`src/dsr_pkg.sv`:
```
// ------------------------------------------------------------
// shared constants for the dual shift register
// ------------------------------------------------------------
package dsr_pkg;
   localparam int DSR_DEPTH = 128;
   localparam int DSR_SYNC_STAGES = 2;
   localparam int DSR_FIFO_WIDTH = 2;
   localparam int DSR_FIFO_DEPTH = 16;
   localparam logic [1:0] DSR_SEL_EXT = 2'h0;
   localparam logic [1:0] DSR_SEL_RECIRC = 2'h1;
endpackage

```
`src/dsr_fifo.sv`:
```
`timescale 1ns/1ps
// ------------------------------------------------------------
// small flop fifo, valid/ready on both sides
// ------------------------------------------------------------
module dsr_fifo
   import dsr_pkg::*;
#(
   parameter int WIDTH = DSR_FIFO_WIDTH,
   parameter int DEPTH = DSR_FIFO_DEPTH
)
(
   // clock and reset
   input wire logic ref_clk,
   input wire logic reset_n,
   // fill side
   input wire logic in_valid,
   output logic in_ready,
   input wire logic [WIDTH-1:0] in_data,
   // drain side
   output logic out_valid,
   input wire logic out_ready,
   output logic [WIDTH-1:0] out_data
);
   localparam int AW = $clog2(DEPTH);
   // pointer wrap logic only works for power-of-two depths
   if (DEPTH < 2 || (1 << AW) != DEPTH || WIDTH < 1)
   begin : g_bad_size
      $error("dsr_fifo: depth must be a power of two >= 2");
   end

   logic [WIDTH-1:0] mem_q [DEPTH];
   logic [AW:0] wr_q;
   logic [AW:0] rd_q;
   wire push = in_valid && in_ready;
   wire pop = out_valid && out_ready;
   // full when pointers differ only in the wrap bit
   assign in_ready = (wr_q ^ rd_q) != {1'b1, {AW{1'b0}}};
   assign out_valid = wr_q != rd_q;
   assign out_data = mem_q[rd_q[AW-1:0]];

   // pointers
   always_ff @(posedge ref_clk)
   begin
      if (!reset_n)
      begin
         wr_q <= '0;
         rd_q <= '0;
      end
      else
      begin
         if (push) wr_q <= wr_q + 1'b1;
         if (pop) rd_q <= rd_q + 1'b1;
      end
   end

   // storage needs no reset
   always_ff @(posedge ref_clk)
   begin
      if (push) mem_q[wr_q[AW-1:0]] <= in_data;
   end
endmodule // dsr_fifo

```
`src/dsr_shift.sv`:
```
`timescale 1ns/1ps
// What this block does
// - two 128-bit registers, each with input mux
// - one shared clock advances both registers
// - shift one place on rising edge only
// - select low loads external serial data
// - select high loads recirculation input
// - contents hold while clock stays high
// - last stage drives separate serial output
module dsr_shift
   import dsr_pkg::*;
#(
   parameter int DEPTH = DSR_DEPTH
)
(
   // core clock and reset
   input wire logic ref_clk,
   input wire logic reset_n,
   // device pins, asynchronous to ref_clk
   input wire logic shift_clk,
   input wire logic path_select,
   input wire logic data_in_a,
   input wire logic data_in_b,
   input wire logic recirc_in_a,
   input wire logic recirc_in_b,
   // serial outputs
   output logic data_out_a,
   output logic data_out_b,
   // buffered output stream, one word per shift
   output logic stream_valid,
   input wire logic stream_ready,
   output logic [1:0] stream_data,
   output logic overflow
);
   // ------------------------------------------------------------
   // elaboration checks
   // ------------------------------------------------------------
   // the chain slicing needs two stages at least
   if (DEPTH < 2)
   begin : g_bad_depth
      $error("dsr_shift: depth must be at least 2");
   end
   // the stream word is one bit per register, and the edge logic
   // below is written for exactly two synchroniser stages
   if (DSR_FIFO_WIDTH != 2 || DSR_SYNC_STAGES != 2)
   begin : g_bad_pkg
      $error("dsr_shift: package widths do not match the stream port");
   end

   // ------------------------------------------------------------
   // pin synchronisers
   // ------------------------------------------------------------
   // all six pins pass two flops before any logic reads them; the
   // clock pin shares the flops with the data pins, so both see the
   // same sample and a shift never mixes old and new data
   logic [5:0] pin_s1_q;
   logic [5:0] pin_s2_q;
   logic clk_prev_q;
   always_ff @(posedge ref_clk)
   begin
      pin_s1_q <= {shift_clk, path_select, data_in_a, data_in_b, recirc_in_a, recirc_in_b};
      pin_s2_q <= pin_s1_q;
   end
   wire clk_s = pin_s2_q[5];
   wire sel_s = pin_s2_q[4];
   wire din_a_s = pin_s2_q[3];
   wire din_b_s = pin_s2_q[2];
   wire rin_a_s = pin_s2_q[1];
   wire rin_b_s = pin_s2_q[0];

   // history is reset high: a pin clock parked high across reset
   // must not count as a rising edge when reset lifts
   // edge history only; reset gives a known start so no false edge
   always_ff @(posedge ref_clk)
   begin
      if (!reset_n) clk_prev_q <= 1'b1;
      else clk_prev_q <= clk_s;
   end
   // both registers use this one enable, so they cannot drift apart
   // rising edge of the shared clock, a one-cycle enable
   wire shift_en = clk_s && !clk_prev_q;

   // ------------------------------------------------------------
   // input multiplexers and shift chains
   // ------------------------------------------------------------
   // inputs were sampled with the clock pin in the same flop, so the
   // data taken is the data present at the edge, as the driver
   // keeps it stable around that edge
   // source choice for one register; both registers share the one select
   function automatic logic dsr_pick(input logic sel, input logic rin, input logic din);
      logic pick;
      pick = din;
      if ({1'b0, sel} == DSR_SEL_RECIRC)
         pick = rin;
      return pick;
   endfunction
   wire bit_a = dsr_pick(sel_s, rin_a_s, din_a_s);
   wire bit_b = dsr_pick(sel_s, rin_b_s, din_b_s);

   logic [DEPTH-1:0] chain_a_q;
   logic [DEPTH-1:0] chain_b_q;
   // trade-off: skipping reset keeps the chains plain flops, but a
   // known output needs a full 128 shifts after power-up
   // no reset on the chains: storage starts undefined
   always_ff @(posedge ref_clk)
   begin
      if (shift_en)
      begin
         chain_a_q <= {chain_a_q[DEPTH-2:0], bit_a};
         chain_b_q <= {chain_b_q[DEPTH-2:0], bit_b};
      end
   end
   // the serial outputs are the last flops themselves, no extra stage
   // output changes one core cycle after the edge, past the hold window
   assign data_out_a = chain_a_q[DEPTH-1];
   assign data_out_b = chain_b_q[DEPTH-1];

   // ------------------------------------------------------------
   // output stream buffer
   // ------------------------------------------------------------
   // a word is queued per shift; a full buffer cannot stall the
   // pins, so the loss is flagged instead
   // limitation: the flag is sticky and only reset clears it, so a
   // consumer that stalled must be followed by a reset
   logic push_q;
   logic ovf_q;
   wire fifo_ready;
   always_ff @(posedge ref_clk)
   begin
      if (!reset_n)
      begin
         push_q <= 1'b0;
         ovf_q <= 1'b0;
      end
      else
      begin
         push_q <= shift_en;
         if (push_q && !fifo_ready) ovf_q <= 1'b1;
      end
   end
   assign overflow = ovf_q;

   // sixteen words cover a consumer that pauses for many shifts
   dsr_fifo #(.WIDTH(DSR_FIFO_WIDTH), .DEPTH(DSR_FIFO_DEPTH)) u_fifo
   (
      .ref_clk(ref_clk),
      .reset_n(reset_n),
      .in_valid(push_q),
      .in_ready(fifo_ready),
      .in_data({data_out_b, data_out_a}),
      .out_valid(stream_valid),
      .out_ready(stream_ready),
      .out_data(stream_data)
   );

   // ------------------------------------------------------------
   // chain checks
   // ------------------------------------------------------------
   // the chains hold unknowns until they are filled, so the chain
   // compares use case equality: an unknown stage must stay unknown
   a_hold_no_edge: assert property (@(posedge ref_clk) disable iff (!reset_n)
      !shift_en |=> chain_a_q === $past(chain_a_q) && chain_b_q === $past(chain_b_q))
      else $error("chain changed without a clock edge");
   a_rise_only: assert property (@(posedge ref_clk) disable iff (!reset_n)
      $changed(chain_a_q[0]) |-> $past(shift_en))
      else $error("shift on a non-rising transition");
   a_sel_ext_a: assert property (@(posedge ref_clk) disable iff (!reset_n)
      shift_en && !sel_s |=> chain_a_q[0] === $past(din_a_s))
      else $error("register a did not take external data");
   a_sel_ext_b: assert property (@(posedge ref_clk) disable iff (!reset_n)
      shift_en && !sel_s |=> chain_b_q[0] === $past(din_b_s))
      else $error("register b did not take external data");
   a_sel_recirc_a: assert property (@(posedge ref_clk) disable iff (!reset_n)
      shift_en && sel_s |=> chain_a_q[0] === $past(rin_a_s))
      else $error("register a did not take recirculation data");
   a_sel_recirc_b: assert property (@(posedge ref_clk) disable iff (!reset_n)
      shift_en && sel_s |=> chain_b_q[0] === $past(rin_b_s))
      else $error("register b did not take recirculation data");
   a_both_shift: assert property (@(posedge ref_clk) disable iff (!reset_n)
      shift_en |=> chain_a_q[DEPTH-1:1] === $past(chain_a_q[DEPTH-2:0])
         && chain_b_q[DEPTH-1:1] === $past(chain_b_q[DEPTH-2:0]))
      else $error("registers did not shift together");
   a_tail_out: assert property (@(posedge ref_clk) disable iff (!reset_n)
      shift_en |=> data_out_a === $past(chain_a_q[DEPTH-2])
         && data_out_b === $past(chain_b_q[DEPTH-2]))
      else $error("serial output is not the bit from the last but one stage");

   // ------------------------------------------------------------
   // output and stream checks
   // ------------------------------------------------------------
   a_out_last: assert property (@(posedge ref_clk) disable iff (!reset_n)
      $changed(data_out_a) |-> $past(shift_en))
      else $error("output changed without a shift");
   a_out_b_last: assert property (@(posedge ref_clk) disable iff (!reset_n)
      $changed(data_out_b) |-> $past(shift_en))
      else $error("output b changed without a shift");
   a_one_edge: assert property (@(posedge ref_clk) disable iff (!reset_n)
      shift_en |=> !shift_en)
      else $error("edge enable longer than one cycle");
   a_push_follows: assert property (@(posedge ref_clk) disable iff (!reset_n)
      shift_en |=> push_q)
      else $error("shift word not queued");
   a_no_push_idle: assert property (@(posedge ref_clk) disable iff (!reset_n)
      !shift_en |=> !push_q)
      else $error("word queued without a shift");
   a_valid_after_push: assert property (@(posedge ref_clk) disable iff (!reset_n)
      push_q && fifo_ready |=> stream_valid)
      else $error("queued word not offered");
   a_ovf_on_drop: assert property (@(posedge ref_clk) disable iff (!reset_n)
      push_q && !fifo_ready |=> overflow)
      else $error("dropped word not flagged");
   a_ovf_sticky: assert property (@(posedge ref_clk) disable iff (!reset_n)
      overflow |=> overflow)
      else $error("overflow flag cleared without reset");

   c_shift_ext: cover property (@(posedge ref_clk) shift_en && !sel_s);
   c_shift_recirc: cover property (@(posedge ref_clk) shift_en && sel_s);
   c_fifo_full: cover property (@(posedge ref_clk) !fifo_ready);
   c_overflow: cover property (@(posedge ref_clk) $rose(ovf_q));
   c_back_to_back: cover property (@(posedge ref_clk) shift_en ##[6:12] shift_en);
endmodule // dsr_shift

```
`config.mk`:
```
export PLATFORM = sky130hd
export DESIGN_NAME = dsr_shift
export DESIGN_NICKNAME = d
export VERILOG_FILES = /design/src/dsr_pkg.sv /design/src/dsr_fifo.sv /design/src/dsr_shift.sv
export SDC_FILE = /design/constraint.sdc
export NUM_CORES = 1
export LEC_CHECK = 0
export BUFFER_PORTS_ARGS = -buffer_cell sky130_fd_sc_hd__buf_2
export CORE_MARGIN = 10
export CORE_UTILIZATION = 36
export CTS_CLUSTER_DIAMETER = 200
export DETAILED_ROUTE_END_ITERATION = 10
export GPL_ROUTABILITY_DRIVEN = 0
export HOLD_SLACK_MARGIN = 0.02
export PLACE_DENSITY = 0.5
export SLEW_MARGIN = 20
export SYNTH_ARGS = -nofsm -noshare
export SYNTH_HDL_FRONTEND = slang
export SYNTH_HIERARCHICAL = 1
export SYNTH_SLANG_ARGS = --single-unit
```
`constraint.sdc`:
```
create_clock -name ref_clk -period 7.8 [get_ports ref_clk]
set_input_delay 0.39 -clock ref_clk [delete_from_list [all_inputs] [get_ports ref_clk]]
set_output_delay 0.39 -clock ref_clk [all_outputs]
set_load 0.03 [all_outputs]
```
==> qor.txt <==
Critical Path Slowest Stage Cell: dfxtp_1
H-Tree Depth: 1
kind of critical path: reg -> out
CP Cell Sequence: mux4_2, mux4_2, buf_2
post-CTS sizing: 0
Vias: 3,884
Min Clock Period, post-route: 2.84 ns
flops & latches, synth: 317
footprint of the multi-input gates: 886 sq um
Synth Instances: 430
CP dominant cell by count: mux4_2
First-pass DRT Iterations: 4
Sequential Area: 9230 sq um
largest net degree at the start of global routing: 218
WP data arrival: 2.45 ns
Critical Path Max Stage Delay: 0.66 ns
Worst EP required: 7.41 ns
grt total ovfl: 0
post-layout util: 0.421
Startpoint Class: flop
DR vias/cell: 4.42
HPWL after DPL: 6060 microns
Synth Cell Area: 10,200 sq um
Layout Skew: 0.0104 ns
share of layout cells above drive strength 1: 0.146
CTS clock-pin slew for the worst setup and hold paths: 0.06 ns
WL/cell: 14.5 microns
DR DRC count: 0
Final Hold Fails: 0
Maximum Capacitance Violations: 0
sequential fraction of the synthesis area: 0.908
die area: 35,400 sq um
post-synth net total: 444
port bufs: 14
Final Cycle Share: 0.364
GRT Overall Usage: 0.0710
hold buffers post-CTS: 6
Pleak: 3.15 nW
Hold/Removal Path Class: in -> reg
Final Max Tran Viols: 0
Yosys warnings: 6
Crit Path Max Fanout: 8
Peak VDD IR: 0.000161 V
antenna violations before repair: 0
final setup vio count: 0
Die X: 188 microns
CP Capture Type: output port
CTS tree: done
unrepaired setup endpoints after global routing: no
Routed Antenna Nets: 0
die height: 188 microns
CTS sink count: 317
total power: 3.29 mW
Rel. slew slack: 0.480
starting density of the core: 0.365
first-pass GRT wire length: 21,200 microns
Syn Area/Cell: 23.6 sq um
antenna fix cells: 0
number of nets in the layout: 492
I/O pins: 15
Placed Area: 10,700 sq um
actual slew at the worst max-slew pin: 0.774 ns
postcts setup bufs: 0
synthesis-to-layout area growth: 15.3%
Core Box Area: 27,900 sq um
distinct cell type count after synthesis: 30
number of global-route vias before repair: 3,971
setup ws final: 4.96 ns
Final TNS setup: 0 ns
design area: 11,700 sq um
fill cell count: 2,394
Num CTS Buffers: 31
FP Rows: 61
maximum clock rate: 0.352 GHz
clock latency on the worst-skew pair: 0.53 ns
Post-Route WL: 12,800 microns
CTS max path bufs: 3
outcome: finished, final reports clean
DRT iter0 DRCs: 292
P per Cell Area: 281 nW/um^2
Root Driver: clkbuf_16
Place WS: 5.21 ns
## worst max-delay path, delay by kind of cell (launching register included)
family | cells | cell delay [ns]
mux | 2 | 1.07
flops | 1 | 0.66
buf+inv | 1 | 0.19
## final timing paths
path	endpoint	slack [ns]	from	cells past startpoint
worst min-delay path	clk_prev_q	0.26	reset_n	2
worst max-delay path	stream_data[1]	4.96	flop	3
worst min register to register	pin_s2_q[0]	0.33	pin_s1_q[0]	0
worst max register to register	u_fifo/mem_q[5][1]	5.47	u_fifo/wr_q[2]	4
## synth_stat cells
master,instances,area (sq um)
a2111o_1,2,22.5
a211o_1,2,17.5
a21oi_1,2,10.0
a21oi_2,2,17.5
and2_1,2,12.5
and3_1,11,68.8
and4b_1,4,40.0
buf_2,2,10.0
buf_4,1,7.51
clkbuf_1,5,18.8
dfxtp_1,29,581
edfxtp_1,288,8650
ha_1,5,62.6
inv_1,6,22.5
mux2_2,2,22.5
mux2i_1,8,80.1
mux4_2,10,225
nand2_1,13,48.8
nand2b_1,4,25.0
nand3_1,9,45.0
nand3b_1,2,15.0
nand4_1,5,31.3
nor2_1,1,3.75
nor2b_1,2,12.5
nor2b_2,1,8.76
nor4_4,1,21.3
o211ai_1,4,30.0
o21a_1,1,7.51
xnor2_1,1,8.76
xor2_1,5,43.8
## sequential cells by signal, summed over array words and instances, names as in the netlist, named ones only
register,flops
clk_prev_q,1
u_fifo/wr_q,5
pin_s1_q,6
u_fifo/rd_q,5
pin_s2_q,6
chain_b_q,128
u_fifo/mem_q,32
chain_a_q,128
push_q,1
overflow,1
## through the flow
stage	hold WS (ns)	std cells
after detailed placement	0.318	815
after global routing	0.263	879
after global placement	0.313	815
after floorplan	0.310	430
after CTS	0.230	877
final	0.263	879
## routing by layer
metal | track usage | share of wire | wire (microns)
met3 | 0.0202 | 0.042 | 539
met2 | 0.0958 | 0.42 | 5420
met5 | 0 | 0 | 0
met1 | 0.106 | 0.51 | 6500
met4 | 0.0255 | 0.024 | 309
## area by class of cell
class	count	area share
clock buffer	42	0.0705
sequential	317	0.787
inverter	6	0.00192
multi-input combinational	99	0.0756
tap	378	0.0403
clock inverter	14	0.00768
timing repair buffer	23	0.0169
## placed cells by master (no fill, tap or decap), drive strengths merged, types with 8 or more instances in the layout
cell type / instances
clkinv: 12
and3: 11
mux2i: 8
nand2: 13
edfxtp: 288
dfxtp: 29
buf: 17
nand3: 9
mux4: 10
clkbuf: 42
## report_power, final
group	internal, mW	switching (mW)
sequential	1.86	0.0151
clock	0.770	0.574
combinational	0.0253	0.0459
## cells by family after synthesis
logic type | after synthesis | share of synthesized area
AO/OA/AOI/OAI | 13 | 0.0103
buffers and inverters | 14 | 0.00578
adder cells (fa/ha/maj) | 5 | 0.00615
AND/OR/NAND/NOR | 55 | 0.0327
multiplexers | 20 | 0.0322
XOR/XNOR | 6 | 0.00517
flip-flops | 317 | 0.908
(Power assumes the default switching activity.)
